File: src/exc_defines.svh
`ifndef EXC_DEFINES_SVH
`define EXC_DEFINES_SVH

// Register byte offsets on the Wishbone slave
`define OFS_STATUS 6'h00
`define OFS_RESTART 6'h04
`define OFS_FAULT_INFO 6'h08
`define OFS_EVENTS 6'h0C
`define OFS_EVMASK 6'h10
`define OFS_CTRL 6'h14
// Status register fields
`define ST_IE 0
`define ST_EXL 1
`define ST_ERL 2
`define ST_KSU_LO 3
`define ST_IM_LO 8
// Base mode encodings
`define MODE_KERNEL 2'h0
`define MODE_SUPER 2'h1
`define MODE_USER 2'h2
// Reset values
`define STATUS_RESET 32'h00000004
`define HANDLER_ADDR_DEFAULT 64'hFFFFFFFF80000180
// Event status bits
`define EV_TAKEN 0
`define EV_PARITY 1
`define EV_RETURN 2

`endif

File: src/exc_pkg.sv
package exc_pkg;
	// Exception codes, lowest wins inside one stage
	typedef enum logic [3:0] {
		EXC_NONE = 4'h0,
		EXC_TLB_REFILL = 4'h1,
		EXC_TLB_INVALID = 4'h2,
		EXC_TLB_MODIFY = 4'h3,
		EXC_OVERFLOW = 4'h4,
		EXC_SYSCALL = 4'h5,
		EXC_PARITY = 4'h6,
		EXC_INTERRUPT = 4'h7
	} exc_code_type;

	// One pipeline stage's report
	typedef struct packed {
		logic valid;
		logic in_delay_slot;
		logic [63:0] pc;
		logic [63:0] vaddr;
		logic tlb_access;
		logic tlb_store;
		logic tlb_hit;
		logic tlb_entry_valid;
		logic tlb_entry_dirty;
		logic overflow;
		logic syscall;
		logic parity_load_hit;
	} stage_report_type;

	typedef enum logic [2:0] {
		ST_RUN = 3'b001,
		ST_ENTER = 3'b010,
		ST_HOLD = 3'b100
	} ctl_state_type;
endpackage

File: src/cpu_exception_control.sv
// The register offsets and the Wishbone interface to the registers were decided locally.
`timescale 1ns/1ps
`default_nettype none
`include "exc_defines.svh"

// Notes on behaviour
// - Accepts translation, overflow, interrupt and system call exception sources.
// - On exception, stop normal sequencing and enter kernel mode.
// - After exception, mask interrupts and fetch from fixed handler address.
// - Restart register gets faulting address, or branch address for delay slot.
// - Hold interrupt enable, base mode, exception level and error level.
// - Interrupt allowed only with enable 1, both levels 0, mask bit 1.
// - Effective mode is base mode when levels 0, else kernel.
// - Return from handler clears exception level, restoring base mode.
// - Abort faulting instruction and all younger ones for re-execution.
// - Exceptions of aborted younger instructions are discarded.
// - Pending exceptions are taken in fetch order, oldest first.
// - Parity fault on load hit does not block register write-back.
// - Parity fault updates restart and fault info with load's address.
// - No matching translation entry raises refill exception.
// - Matched entry denying access raises modify or invalid exception.
// - Entry valid flag decides validity only, never the match itself.
module cpu_exception_control #(
	parameter int STAGES = 3,
	parameter logic [63:0] HANDLER_ADDR = `HANDLER_ADDR_DEFAULT
) (
	input wire logic clock,
	input wire logic rst,
	// Stage reports, index 0 is the oldest instruction
	input wire exc_pkg::stage_report_type [STAGES-1:0] report,
	input wire logic [7:0] irq_pending,
	input wire logic return_from_handler,
	input wire logic wb_cyc_i,
	input wire logic wb_stb_i,
	input wire logic wb_we_i,
	input wire logic [5:0] wb_adr_i,
	input wire logic [3:0] wb_sel_i,
	input wire logic [31:0] wb_dat_i,
	output logic [31:0] wb_dat_o,
	output logic wb_ack_o,
	output logic [STAGES-1:0] flush,
	output logic redirect,
	output logic [63:0] redirect_pc,
	output logic kernel_mode,
	output logic wb_allow,
	output logic [3:0] exc_code,
	output logic irq_o
);
	logic [63:0] restart_pc_reg;
	logic [63:0] parity_fault_info_reg;
	logic global_irq_enable;
	logic exception_level_bit;
	logic error_level_bit;
	logic [1:0] base_mode;
	logic [7:0] irq_mask_field;
	logic [2:0] ev_status;
	logic [2:0] ev_mask;
	logic [63:0] prev_pc;
	exc_pkg::ctl_state_type state;
	localparam logic [31:0] STATUS_INIT = `STATUS_RESET;

	// Exception check of one stage: translation, overflow, system call, parity
	function automatic exc_pkg::exc_code_type classify(input exc_pkg::stage_report_type r);
		exc_pkg::exc_code_type c;
		c = exc_pkg::EXC_NONE;
		if (r.tlb_access && !r.tlb_hit) begin
			c = exc_pkg::EXC_TLB_REFILL;
		end else if (r.tlb_access && !r.tlb_entry_valid) begin
			c = exc_pkg::EXC_TLB_INVALID;
		end else if (r.tlb_access && r.tlb_store && !r.tlb_entry_dirty) begin
			c = exc_pkg::EXC_TLB_MODIFY;
		end else if (r.overflow) begin
			c = exc_pkg::EXC_OVERFLOW;
		end else if (r.syscall) begin
			c = exc_pkg::EXC_SYSCALL;
		end else if (r.parity_load_hit) begin
			c = exc_pkg::EXC_PARITY;
		end
		return c;
	endfunction

	// Interrupt lines come from pins, so two flops before any logic reads them
	logic [7:0] irq_meta;
	logic [7:0] irq_sync;
	always_ff @(posedge clock) begin
		if (rst) begin
			irq_meta <= 8'h00;
			irq_sync <= 8'h00;
		end else begin
			irq_meta <= irq_pending;
			irq_sync <= irq_meta;
		end
	end

	// Interrupt gate
	logic irq_ok;
	assign irq_ok = global_irq_enable && !exception_level_bit && !error_level_bit
		&& |(irq_mask_field & irq_sync);

	// Pending interrupt wins, else oldest faulting stage; younger reports ignored
	logic found;
	logic [$clog2(STAGES+1)-1:0] sel_idx;
	exc_pkg::exc_code_type sel_code;
	always_comb begin
		found = 1'b0;
		sel_idx = '0;
		sel_code = exc_pkg::EXC_NONE;
		if (irq_ok) begin
			found = 1'b1;
			sel_code = exc_pkg::EXC_INTERRUPT;
		end
		for (int i = 0; i < STAGES; i++) begin
			if (!found && report[i].valid && classify(report[i]) != exc_pkg::EXC_NONE) begin
				found = 1'b1;
				sel_idx = i[$clog2(STAGES+1)-1:0];
				sel_code = classify(report[i]);
			end
		end
	end

	logic take;
	assign take = found && state == exc_pkg::ST_RUN;
	exc_pkg::stage_report_type sel_rep;
	assign sel_rep = report[sel_idx];

	// Control state: one entry, then wait two cycles (ST_ENTER, ST_HOLD)
	always_ff @(posedge clock) begin
		if (rst) begin
			state <= exc_pkg::ST_RUN;
		end else begin
			unique case (state)
				exc_pkg::ST_RUN: begin
					if (take) begin
						state <= exc_pkg::ST_ENTER;
					end
				end
				exc_pkg::ST_ENTER: begin
					state <= exc_pkg::ST_HOLD;
				end
				exc_pkg::ST_HOLD: begin
					state <= exc_pkg::ST_RUN;
				end
			endcase
		end
	end

	// Branch address of the previous instruction for delay slots
	always_ff @(posedge clock) begin
		if (rst) begin
			prev_pc <= 64'h0;
		end else if (report[0].valid) begin
			prev_pc <= report[0].pc;
		end
	end

	// Kill faulting stage and younger
	always_ff @(posedge clock) begin
		if (rst) begin
			flush <= '0;
			redirect <= 1'b0;
			redirect_pc <= 64'h0;
			exc_code <= 4'h0;
		end else begin
			redirect <= take;
			redirect_pc <= HANDLER_ADDR;
			for (int i = 0; i < STAGES; i++) begin
				flush[i] <= take && (sel_code == exc_pkg::EXC_INTERRUPT || i >= sel_idx);
			end
			if (take) begin
				exc_code <= sel_code;
			end
		end
	end

	// Write-back of a parity load hit still proceeds
	always_ff @(posedge clock) begin
		if (rst) begin
			wb_allow <= 1'b0;
		end else begin
			wb_allow <= report[0].valid && (classify(report[0]) == exc_pkg::EXC_NONE
				|| classify(report[0]) == exc_pkg::EXC_PARITY);
		end
	end

	// Restart address; interrupts restart at the oldest instruction
	logic [63:0] restart_addr;
	always_comb begin
		if (sel_rep.in_delay_slot) begin
			restart_addr = sel_idx == '0 ? prev_pc : report[sel_idx - 1'b1].pc;
		end else begin
			restart_addr = sel_rep.pc;
		end
	end

	logic wr;
	assign wr = wb_cyc_i && wb_stb_i && wb_we_i && !wb_ack_o && wb_sel_i == 4'hF;

	// Mode and level bits
	always_ff @(posedge clock) begin
		if (rst) begin
			global_irq_enable <= STATUS_INIT[`ST_IE];
			exception_level_bit <= STATUS_INIT[`ST_EXL];
			error_level_bit <= STATUS_INIT[`ST_ERL];
			base_mode <= STATUS_INIT[`ST_KSU_LO +: 2];
			irq_mask_field <= STATUS_INIT[`ST_IM_LO +: 8];
			restart_pc_reg <= 64'h0;
		end else begin
			if (wr && wb_adr_i == `OFS_STATUS) begin
				global_irq_enable <= wb_dat_i[`ST_IE];
				exception_level_bit <= wb_dat_i[`ST_EXL];
				error_level_bit <= wb_dat_i[`ST_ERL];
				base_mode <= wb_dat_i[`ST_KSU_LO +: 2];
				irq_mask_field <= wb_dat_i[`ST_IM_LO +: 8];
			end
			if (return_from_handler) begin
				exception_level_bit <= 1'b0;
			end
			if (take) begin
				exception_level_bit <= 1'b1;
				restart_pc_reg <= restart_addr;
			end
		end
	end

	// Fault info for parity errors
	always_ff @(posedge clock) begin
		if (rst) begin
			parity_fault_info_reg <= 64'h0;
		end else if (take && sel_code == exc_pkg::EXC_PARITY) begin
			parity_fault_info_reg <= sel_rep.vaddr;
		end
	end

	// Effective mode
	always_ff @(posedge clock) begin
		if (rst) begin
			kernel_mode <= 1'b1;
		end else begin
			kernel_mode <= take || exception_level_bit || error_level_bit
				|| base_mode == `MODE_KERNEL;
		end
	end

	// Sticky events; a set in the same cycle beats a clear
	logic [2:0] ev_set;
	assign ev_set = {return_from_handler, take && sel_code == exc_pkg::EXC_PARITY, take};
	always_ff @(posedge clock) begin
		if (rst) begin
			ev_status <= 3'h0;
			ev_mask <= 3'h0;
			irq_o <= 1'b0;
		end else begin
			ev_status <= (ev_status & ~((wr && wb_adr_i == `OFS_EVENTS) ? wb_dat_i[2:0] : 3'h0)) | ev_set;
			if (wr && wb_adr_i == `OFS_EVMASK) begin
				ev_mask <= wb_dat_i[2:0];
			end
			irq_o <= |(ev_status & ev_mask);
		end
	end

	// Bus reads, ack one cycle after the strobe
	always_ff @(posedge clock) begin
		if (rst) begin
			wb_ack_o <= 1'b0;
			wb_dat_o <= 32'h0;
		end else begin
			wb_ack_o <= wb_cyc_i && wb_stb_i && !wb_ack_o;
			unique case (wb_adr_i)
				`OFS_STATUS: wb_dat_o <= {16'h0, irq_mask_field, 3'h0, base_mode,
					error_level_bit, exception_level_bit, global_irq_enable};
				`OFS_RESTART: wb_dat_o <= restart_pc_reg[31:0];
				`OFS_FAULT_INFO: wb_dat_o <= parity_fault_info_reg[31:0];
				`OFS_EVENTS: wb_dat_o <= {29'h0, ev_status};
				`OFS_EVMASK: wb_dat_o <= {29'h0, ev_mask};
				`OFS_CTRL: wb_dat_o <= {24'h0, 4'h0, exc_code};
				default: wb_dat_o <= 32'h0;
			endcase
		end
	end

	a_entry_sets_level: assert property (@(posedge clock) disable iff (rst)
		take |=> exception_level_bit && redirect) else $error("entry did not set level");
	a_irq_gate: assert property (@(posedge clock) disable iff (rst)
		(take && sel_code == exc_pkg::EXC_INTERRUPT) |-> global_irq_enable && !exception_level_bit)
		else $error("interrupt taken while masked");
	a_kernel_forced: assert property (@(posedge clock) disable iff (rst)
		(exception_level_bit || error_level_bit) |=> kernel_mode) else $error("not kernel");
	a_return_clears: assert property (@(posedge clock) disable iff (rst)
		(return_from_handler && !take) |=> !exception_level_bit) else $error("level not cleared");
	a_handler_fetch: assert property (@(posedge clock) disable iff (rst)
		take |=> redirect_pc == HANDLER_ADDR) else $error("wrong handler");
	a_restart_addr: assert property (@(posedge clock) disable iff (rst)
		(take && !sel_rep.in_delay_slot) |=> restart_pc_reg == $past(sel_rep.pc)) else $error("bad restart");
	a_flush_younger: assert property (@(posedge clock) disable iff (rst)
		take |=> flush[STAGES-1]) else $error("younger not flushed");
	a_refill_miss: assert property (@(posedge clock) disable iff (rst)
		(report[0].valid && report[0].tlb_access && !report[0].tlb_hit && state == exc_pkg::ST_RUN && !irq_ok)
		|=> exc_code == exc_pkg::EXC_TLB_REFILL) else $error("no refill");
	a_parity_info: assert property (@(posedge clock) disable iff (rst)
		(take && sel_code == exc_pkg::EXC_PARITY) |=> parity_fault_info_reg == $past(sel_rep.vaddr))
		else $error("fault info missing");
	a_bus_ack: assert property (@(posedge clock) disable iff (rst)
		wb_ack_o |=> !wb_ack_o) else $error("ack held");
	a_kernel_base: assert property (@(posedge clock) disable iff (rst)
		(!take && !exception_level_bit && !error_level_bit && base_mode != `MODE_KERNEL) |=> !kernel_mode)
		else $error("base mode not followed");
	a_invalid_hit: assert property (@(posedge clock) disable iff (rst)
		(report[0].valid && report[0].tlb_access && report[0].tlb_hit && !report[0].tlb_entry_valid
		&& state == exc_pkg::ST_RUN && !irq_ok) |=> exc_code == exc_pkg::EXC_TLB_INVALID)
		else $error("no invalid exception");
	a_modify_store: assert property (@(posedge clock) disable iff (rst)
		(report[0].valid && report[0].tlb_access && report[0].tlb_hit && report[0].tlb_entry_valid
		&& report[0].tlb_store && !report[0].tlb_entry_dirty && state == exc_pkg::ST_RUN && !irq_ok)
		|=> exc_code == exc_pkg::EXC_TLB_MODIFY) else $error("no modify exception");
	a_parity_wb: assert property (@(posedge clock) disable iff (rst)
		(report[0].valid && report[0].parity_load_hit && !report[0].tlb_access && !report[0].overflow
		&& !report[0].syscall) |=> wb_allow) else $error("parity load write-back blocked");
	a_single_entry: assert property (@(posedge clock) disable iff (rst)
		redirect |=> !redirect) else $error("redirect held");
	a_fetch_order: assert property (@(posedge clock) disable iff (rst)
		(take && sel_code != exc_pkg::EXC_INTERRUPT && sel_idx != '0)
		|-> !(report[0].valid && classify(report[0]) != exc_pkg::EXC_NONE))
		else $error("younger fault taken first");
endmodule
`default_nettype wire

File: config.mk
export PLATFORM = sky130hd
export DESIGN_NAME = cpu_exception_control
export DESIGN_NICKNAME = d
export VERILOG_FILES = /design/src/exc_pkg.sv /design/src/cpu_exception_control.sv
export VERILOG_INCLUDE_DIRS = /design/src
export SDC_FILE = /design/constraint.sdc
export NUM_CORES = 1
export LEC_CHECK = 0
export ABC_AREA = 1
export BUFFER_PORTS_ARGS = -buffer_cell sky130_fd_sc_hd__buf_2
export CAP_MARGIN = 10
export CORE_AREA = 2 2 223 225
export CTS_CLUSTER_DIAMETER = 80
export DETAILED_ROUTE_END_ITERATION = 7
export DIE_AREA = 0 0 225 227
export HOLD_SLACK_MARGIN = 0.05
export PLACE_DENSITY = 0.56
export SETUP_SLACK_MARGIN = 0.3
export SLEW_MARGIN = 20
export SYNTH_ARGS = -nofsm -noshare
export SYNTH_HDL_FRONTEND = slang
export SYNTH_SLANG_ARGS = --single-unit
File: constraint.sdc
create_clock -name clock -period 5.18 [get_ports clock]
set_input_delay 0.777 -clock clock [delete_from_list [all_inputs] [get_ports clock]]
set_output_delay 0.777 -clock clock [all_outputs]
set_load 0.05 [all_outputs]
======== Word level (Yosys, flattened, before mapping) ========
Cells that the tools add are included.
word-level totals
  memory bits (writable) .................. 0
  ROM bits ................................ 0
  bits in latches ......................... 0
  input bits .............................. 470
  memories ................................ 0
  register bits after elaboration ......... 242
cells by class
  eq/ne operators ......................... 13
  shift-type cells ........................ 0
  mux-type cells .......................... 43
  $mul .................................... 0
  $lt $le $gt $ge ......................... 5
  add/subtract/negate cells ............... 1
  bitwise operators ....................... 5
  reduce and logical (&&, ||, !) cells .... 67
  div/mod/pow operators ................... 0
operator list
  operator                                                                       number
  138-bit binary-select mux with 2-bit select                                    2
  32-bit case mux with 6 select lines                                            1
  137-bit 2-to-1 mux                                                             1
  104-bit 2-to-1 mux                                                             1
  32-bit 2-to-1 mux                                                              2
  64-bit 2-to-1 mux                                                              1
  4-bit 2-to-1 mux                                                               11
  3-bit 2-to-1 mux                                                               14
  1-bit logical AND                                                              35
  1-bit logical NOT                                                              15
  4-bit by 3-bit equality test with 1-bit output (second input constant)         3
  6-bit by 4-bit equality test with 1-bit output (second input constant)         2
  6-bit by 5-bit equality test with 1-bit output (second input constant)         2
  4-bit nonzero test                                                             3
  3-bit case mux with 3 select lines                                             1
  8-bit bitwise AND                                                              1
  1-bit 2-to-1 mux                                                               8
  8-bit OR reduction                                                             1
  1-bit logical OR                                                               7
  3-bit bitwise AND                                                              2
  6-bit by 3-bit equality test with 1-bit output (second input constant)         1
  6-bit logical NOT                                                              1
  2-bit by 3-bit less-than comparator with 1-bit output (second input constant)  2
  4-bit equality test (second input constant)                                    1
  other kinds (14)                                                               16

======== Longest topological paths before layout ========
Gate-level depths: netlist of run 1.
  depth in word-level cells ............... 22
  gate-level depth with buffers ........... 18
  gate-level depth less buffers ........... 16

======== Worst setup path before layout of run 1 ========
Ideal clock, no wire load.
  path kind ............................... input to register
  from .................................... input report[4] in the netlist's numbering
  to ...................................... register parity_fault_info_reg[2]
  setup time .............................. 0.113 ns
  buffers on the path ..................... 1
  stages .................................. 14
  slack ................................... 2.791 ns
  arrival ................................. 2.276 ns
  cell sequence ........................... inv_1 nand2_1 nand2_1 nor2_1 nand4_2 a21oi_4 nand4_2 nand2_1 nand2_1 nor2_2 buf_2 nand3_1 nand2_1 nor2_1
on the way
  word-level cells in the longest chain between the ends .. 17
  elaborated cells between the ends (all ways) .. 25
  classes of those cells .................. eq/ne (1); mux (12); reduce/logical (12)
ends and longest elaborated chain
  element                                                                        RTL line                                                    RTL
  from (decl)                                                                    cpu_exception_control.sv:30                                 input wire exc_pkg::stage_report_type [STAGES-1:0] report,
  1-bit logical NOT (*)                                                          cpu_exception_control.sv:68                                 end else if (r.tlb_access && !r.tlb_entry_valid) begin
  1-bit logical AND (*)                                                          cpu_exception_control.sv:68
  4-bit 2-to-1 mux (*)                                                           cpu_exception_control.sv:68
  4-bit 2-to-1 mux (*)                                                           cpu_exception_control.sv:66                                 if (r.tlb_access && !r.tlb_hit) begin
  4-bit nonzero test                                                             cpu_exception_control.sv:113                                if (!found && report[i].valid && classify(report[i]) != exc_pkg::EXC_NONE) begin
  1-bit logical AND                                                              cpu_exception_control.sv:113
  1-bit 2-to-1 mux                                                               cpu_exception_control.sv:113
  1-bit logical NOT                                                              cpu_exception_control.sv:113
  1-bit logical AND (2 in a row)                                                 cpu_exception_control.sv:113
  1-bit 2-to-1 mux                                                               cpu_exception_control.sv:113
  1-bit logical NOT                                                              cpu_exception_control.sv:113
  1-bit logical AND (2 in a row)                                                 cpu_exception_control.sv:113
  2-bit 2-to-1 mux, or another cell as far along                                 cpu_exception_control.sv:113
  138-bit binary-select mux with 2-bit select, or another cell as far along      cpu_exception_control.sv:124                                assign sel_rep = report[sel_idx];
  137-bit 2-to-1 mux (not written as such) or 1-bit logical AND (tied branches)  cpu_exception_control.sv:124, cpu_exception_control.sv:229
  to (signal assigned)                                                           cpu_exception_control.sv:230                                parity_fault_info_reg <= sel_rep.vaddr;
  to (decl)                                                                      cpu_exception_control.sv:50                                 logic [63:0] parity_fault_info_reg;
Mark *: on every way between the ends. The rest lies on a longest branch, timed or not. The select of a mux whose other input is x is not followed.
A chain may end at the register's enable or synchronous reset.

======== Worst setup path in the final report of run 1 ========
  from .................................... input report[7] in the netlist's numbering
  to ...................................... register parity_fault_info_reg[3]
on the way
  word-level cells in the longest chain between the ends .. 18
  elaborated cells between the ends (all ways) .. 28
  classes of those cells .................. eq/ne (1); mux (13); reduce/logical (14)
ends and longest elaborated chain
  element                                                                        RTL line                                                    RTL
  1-bit logical AND (2 in a row)                                                 cpu_exception_control.sv:70                                 end else if (r.tlb_access && r.tlb_store && !r.tlb_entry_dirty) begin
  4-bit 2-to-1 mux                                                               cpu_exception_control.sv:70
  4-bit 2-to-1 mux                                                               cpu_exception_control.sv:68
  4-bit 2-to-1 mux (*)                                                           cpu_exception_control.sv:66
  4-bit nonzero test                                                             cpu_exception_control.sv:113
  1-bit logical AND                                                              cpu_exception_control.sv:113
  1-bit 2-to-1 mux                                                               cpu_exception_control.sv:113
  1-bit logical NOT                                                              cpu_exception_control.sv:113
  1-bit logical AND (2 in a row)                                                 cpu_exception_control.sv:113
  1-bit 2-to-1 mux                                                               cpu_exception_control.sv:113
  1-bit logical NOT                                                              cpu_exception_control.sv:113
  1-bit logical AND (2 in a row)                                                 cpu_exception_control.sv:113
  2-bit 2-to-1 mux, or another cell as far along                                 cpu_exception_control.sv:113
  138-bit binary-select mux with 2-bit select, or another cell as far along      cpu_exception_control.sv:124
  137-bit 2-to-1 mux (not written as such) or 1-bit logical AND (tied branches)  cpu_exception_control.sv:124, cpu_exception_control.sv:229
Marked as above.

==> results by group, run 1 <==
Yosys
  – Post-synthesis cell count: 1795
  – Top_reg_cell synth: dfxtp_1
  – Synth area leader: dfxtp_1
  – Flops & latches, synth: 178
  – Top post-synthesis cells by area: dfxtp_1, nand2_1, nor2_1
  – Count leader, synth: nand2_1
  – Synth top area share: 33.2%
  – Count of flip-flops with a built-in enable after synthesis: 0
  – Synth cell count leaders: nand2_1, nor2_1, dfxtp_1, inv_1, nand3_1
  – Synth Warn #: 0
  – Sequential share of the synthesized area: between 30% and 40%
  – Ys async rst share: 0%
  – Distinct cells, synth: 34
  – Syn avg cell area: between 5 and 6 sq um
  – Post-Syn Area: about 0.011 sq mm

Cells and area
  – Layout cells sized above 1: around a fifth
  – Post-layout net count: ~2500
  – Design Area, Final: 0.0130 sq mm
  – Non-Filler Instances: roughly 2700
  – Area grow syn2layout: 21.5%
  – Fillcell total: 5466

Power and ir drop
  – Clock power frac: between 30% and 40%
  – Pwr Density: between 200 and 300 mW/mm^2
  – Sw Pwr: ~0.0013 W
  – Gate power share: about a quarter
  – Peak supply drop: around 200 uV
  – Sw Share: between 30% and 40%
  – Seq pwr share: 39.1%
  – Internal: around 0.0025 W
  – Final Power: roughly 0.0038 W
  – Leak Pwr: ~6.7 nW

Die
  – Initial core utilization: ~22%
  – Core Area: a little under 0.05 sq mm
  – Die Span X: approximately 230 um
  – Die Y: 227 um
  – Die ar.: around 0.05 sq mm
  – IO Count: approximately 580
  – Std cell rows: around 80

Drt
  – DRC errors left: 0
  – Drt pass-1 iters: 6
  – WL per Instance: 15.4 um
  – DRT Wirelength: ~40000 um
  – Via count: between 10000 and 15000
  – ANT nets after route: 0
  – Routed vias/inst: approximately 4.4
  – Initial drt markers: 833

Place
  – Placed inst area: between 0.01 and 0.015 sq mm
  – Port bufs: approximately 340
  – DP HPWL: 29000 um
  – Routability cong.: between 0.8 and 0.9
  – # placed instances: 2619

Clock tree
  – CTS buffer count: 17
  – Reg clk slew, reported paths: ~80 ps
  – # resized after CTS: 0
  – Root buffer cell: clkbuf_16
  – Post-CTS Setup Inserts: 0
  – CTS tree: yes
  – TritonCTS Sinks: ~180
  – H-tree Lvls: 4
  – Worst skew pair latency: between 400 and 500 ps
  – Hold-fix buffers at CTS: 0
  – Max clock buf depth: 2

GRT
  – Largest net degree at the start of global routing: ~110
  – Aggregate global routing overflow: 0
  – First-pass GRT wire length: 62000 um
  – Tot GR Track Use: approximately 16%
  – Initial antenna violation count: 9
  – Vias in the first global route: roughly 11000

Critical path
  – WS Path Type: in2reg
  – Critical path data arrival time: 4070 ps
  – Data required time at the worst endpoint: 5570 ps
  – Setup crit start kind: primary input
  – CP max FO: a little under 100
  – CP endpoint kind: flip-flop

Timing
  – Total negative setup slack: 0 ps
  – Minimum clock period: between 3000 and 4000 ps
  – Fin crit share: 70.9%
  – Fin. max-slew vios: 0
  – Hold Fails Final Rpt: 0
  – Clock Skew: about 18 ps
  – Hold Slack: about 400 ps
  – Worst-Margin Slew: ~1100 ps
  – Final setup fails: 0
  – Max transition margin: between 20 and 30%
  – RSZ-0062 raised after global routing: no
  – Fmax: approximately 0.27 GHz

Outcome
  – Status: finished, final reports clean

Worst hold path
  – Min-Delay Path Class: reg2reg

Flow run
  – Max-cap viol count: 0
-- worst paths after layout --
| kind | start | endpoint | slack [ps] | cells after the start |
|---|---|---|---|---|
| worst max-delay path | report[7] | parity_fault_info_reg[3] | 1500 | 17 |
| worst min-delay path | irq_meta[1] | irq_sync[1] | 400 | 2 |
| worst max register to register | irq_mask_field[2] | restart_pc_reg[16] | 1520 | 13 |
| worst min register to register | irq_meta[1] | irq_sync[1] | 400 | 2 |
-- cells in the final DEF (no fill, tap or decap), drive strengths merged, types with 8 or more instances in the layout --
master / n
clkbuf: 18
nand4: 40
buf: 353
nand2: 616
inv: 169
nor2: 232
nand3: 136
nor3: 8
o21ai: 140
conb: 30
dfxtp: 178
a21oi: 87
-- critical path, cell delays in order --
cell	delay, ps
buf_2	120
nand2_1	130
nand2_1	90
nor2_1	120
nand4_2	160
nand2_2	140
buf_4	430
nand4_1	260
nor2_4	160
buf_4	740
nand2_1	150
nand2_1	170
nor2_2	40
buf_4	250
nand3_1	130
nand2_1	70
nor2_1	120
-- area by class of cell --
cell class,instances,area (sq um),share of cell area [%]
Clock inverter,14,184,1.41
Clock buffer,18,439,3.37
Antenna cell,5,12.5,0.0960
Tap cell,622,778,5.97
Timing Repair Buffer,353,1810,13.9
Multi-Input combinational cell,1304,5640,43.3
Sequential cell,178,3560,27.3
Inverter,162,609,4.68
-- power by group through the flow --
stage / Clock, W / Combinational [W] / Sequential [W]
CTS: 0.00146 / 0.000902 / 0.00148
global route: 0.00151 / 0.00101 / 0.00149
global placement: 0 / 0.000890 / 0.00151
detailed placement: 0 / 0.000898 / 0.00151
finish: 0.00141 / 0.000894 / 0.00148
floorplan: 0 / 0.000626 / 0.00152
-- per-stage QoR --
step                utilization (%)  worst slack [ps]
floorplan                         -              2790
finish                         26.8              1500
global placement               25.5               984
CTS                            26.8              1440
detailed placement             25.5               939
global route                   26.8               999
-- per-layer routing --
metal | GRT usage [%] | up-vias | share of wire [%]
met5 | 0 | - | 0.11
met4 | 4.72 | 6 | 1.5
met3 | 2.90 | 36 | 5.9
met2 | 24.7 | 394 | 43
met1 | 22.2 | 5346 | 49
li1 | - | 5989 | -
-- cells by family (layout without fill, tap and decap cells) --
kind of cell / after synthesis / count (layout) / synth area share, %
and+or+nand+nor: 1034 / 1034 / 39.7
buffers and inverters: 342 / 547 / 15.4
AOI/OAI and AO/OA: 240 / 240 / 11.7
DFF: 178 / 178 / 33.2
other: 1 / 35 / 0.0350
Note: power is estimated with default switching activity, not from simulation.
==> run 2: changes to the inputs <==
Settings changed: PLACE_DENSITY 0.56 to 0.58.
Clock period 5.18 ns to 3.3 ns, I/O delays scaled along.
==> run 2 against run 1 <==
Compared with the run above: flip-flop and latch count unchanged; die area did not move; register-to-register slack worse by 900 ps; routed wire length fell by 3.0%; power rose by 56%; combinational power increased by 60%; cell count up 0.53%; via count is 2.7% lower; largest cell class unchanged.
==> results by group, run 2 (synthesis gave the netlist of run 1 again) <==
Timing
  – Setup ws final: 617 ps (-888 ps)
  – Fmax: 0.373 GHz
  – Fin crit share: just over 80%
  – Final setup fails: 0 (unchanged)
  – Worst-Margin Slew: 777 ps (-333 ps)
  – Hold Slack: 252 ps (-153 ps)
  – Clock Skew: 11.8 ps (-6.25 ps)
  – RSZ-0062 raised after global routing: no
  – Hold Fails Final Rpt: 0 (unchanged)
  – Fin. max-slew vios: 0 (unchanged)
  – Minimum clock period: about 2700 ps
  – Max transition margin: 48.1% (+22 points)
  – Total negative setup slack: 0 ps (unchanged)

Critical path
  – CP endpoint kind: flip-flop
  – CP max FO: 33 (-66%)
  – Data required time at the worst endpoint: 3640 ps (-1930 ps)
  – Critical path data arrival time: 3020 ps (-1050 ps)
  – Setup crit start kind: flip-flop
  – WS Path Type: reg2reg

Die
  – Initial core utilization: 22.1% (unchanged)
  – Die Span X: 225 um (unchanged)
  – Core Area: 0.0485 sq mm (unchanged)
  – Std cell rows: 81 (unchanged)
  – IO Count: 578 (unchanged)
  – Die Y: 227 um (unchanged)
  – Die ar.: 0.0511 sq mm (unchanged)

Clock tree
  – Max clock buf depth: 2 (unchanged)
  – # resized after CTS: 0 (unchanged)
  – Hold-fix buffers at CTS: 0 (unchanged)
  – Post-CTS Setup Inserts: 0 (unchanged)
  – Root buffer cell: clkbuf_16
  – Reg clk slew, reported paths: 80 ps (about the same)
  – CTS buffer count: 17 (unchanged)
  – Worst skew pair latency: 450 ps (about the same)
  – H-tree Lvls: 4 (unchanged)
  – TritonCTS Sinks: 178 (unchanged)
  – CTS tree: yes

GRT
  – Vias in the first global route: 10300 (-5.7%)
  – First-pass GRT wire length: 59600 um (-3.9%)
  – Initial antenna violation count: 9 (unchanged)
  – Aggregate global routing overflow: 0 (unchanged)
  – Largest net degree at the start of global routing: 78 (-28%)
  – Tot GR Track Use: 15.3% (-0.50 points)

Place
  – # placed instances: 2635 (+0.61%)
  – Post-Place Setup Slack: 305 ps (-634 ps)
  – DP HPWL: 28900 um (-0.42%)
  – Routability cong.: 0.783 (-6.3%)
  – Port bufs: 336 (unchanged)

Flow run
  – Max-cap viol count: 0 (unchanged)

Worst hold path
  – Min-Delay Path Class: in2reg

Cells and area
  – Non-Filler Instances: 2670 (+0.53%)
  – Area grow syn2layout: 23.5%
  – Layout cells sized above 1: 21.0% (+0.62 points)
  – Most frequent cells in the layout: nand2_1, buf_2, nor2_1
  – Commonest non-fill, non-tap cell in the layout: nand2_1
  – Post-layout net count: 2502 (+0.64%)

Drt
  – DRC errors left: 0 (unchanged)
  – WL per Instance: 14.9 um (-3.5%)
  – Routed vias/inst: 4.29 (-3.2%)
  – Via count: 11500 (-2.7%)
  – Drt pass-1 iters: 5 (-1)
  – DRT Wirelength: 39700 um (-3.0%)
  – ANT nets after route: 0 (unchanged)
  – Initial drt markers: 616 (-26%)

Outcome
  – Status: finished, final reports clean

Power and ir drop
  – Leak Pwr: 6.78 nW (+1.5%)
  – Peak supply drop: 278 uV (+40%)
  – Pwr Density: 445 mW/mm^2 (+53%)
## run 2: worst max-delay path, stage by stage, from the launching register on
cell and delay (ps):
dfxtp_1 340, nand2_1 60, nand2_1 50, nor2_1 160
a21oi_2 130, inv_1 300, nand3_4 330, nand2_1 150
nand2_1 60, nand2_1 100, nand2_1 90, nor2_2 90
buf_4 370, nand3_1 140, nand2_1 160, nor2_1 50
## run 2: layout make-up
class | instances | area (sq um)
antenna | 3 | 7.51
fill | 5593 | 35300
clock buffer | 17 | 425
inverter | 162 | 611
tap | 622 | 778
sequential | 178 | 3560
clock inverter | 15 | 189
multi-input combinational | 1304 | 5640
timing repair buffer | 369 | 2030
## run 2: where the power goes
| group | internal [W] | total [W] | switching (W) |
|---|---|---|---|
| combinational | 0.000451 | 0.00143 | 0.000975 |
| clock | 0.00109 | 0.00214 | 0.00105 |
| sequential | 0.00226 | 0.00232 | 0.0000617 |
## run 2: per-stage QoR
step | utilization [%] | cell area, sq um | total power, W
floorplan | - | 10800 | 0.00337
global placement | 26.0 | 12600 | 0.00381
detailed placement | 26.0 | 12600 | 0.00381
CTS | 27.3 | 13200 | 0.00599
global route | 27.3 | 13200 | 0.00626
finish | 27.3 | 13200 | 0.00589
## run 2: path summary, 6_finish.rpt
kind / start / endpoint / slack, ps / depth (start not counted)
worst max-delay path: irq_mask_field[0] / parity_fault_info_reg[2] / 620 / 15
worst min-delay path: irq_pending[7] / irq_meta[7] / 250 / 3
worst max register to register: irq_mask_field[0] / parity_fault_info_reg[2] / 620 / 15
worst min register to register: irq_meta[3] / irq_sync[3] / 410 / 2
## run 2: routing by layer
metal / track usage [%] / part of all wire [%]
met3: 3.46 / 6.7
met1: 21.3 / 49
met2: 24.2 / 44
met5: 0 / 0.20
met4: 3.50 / 0.95
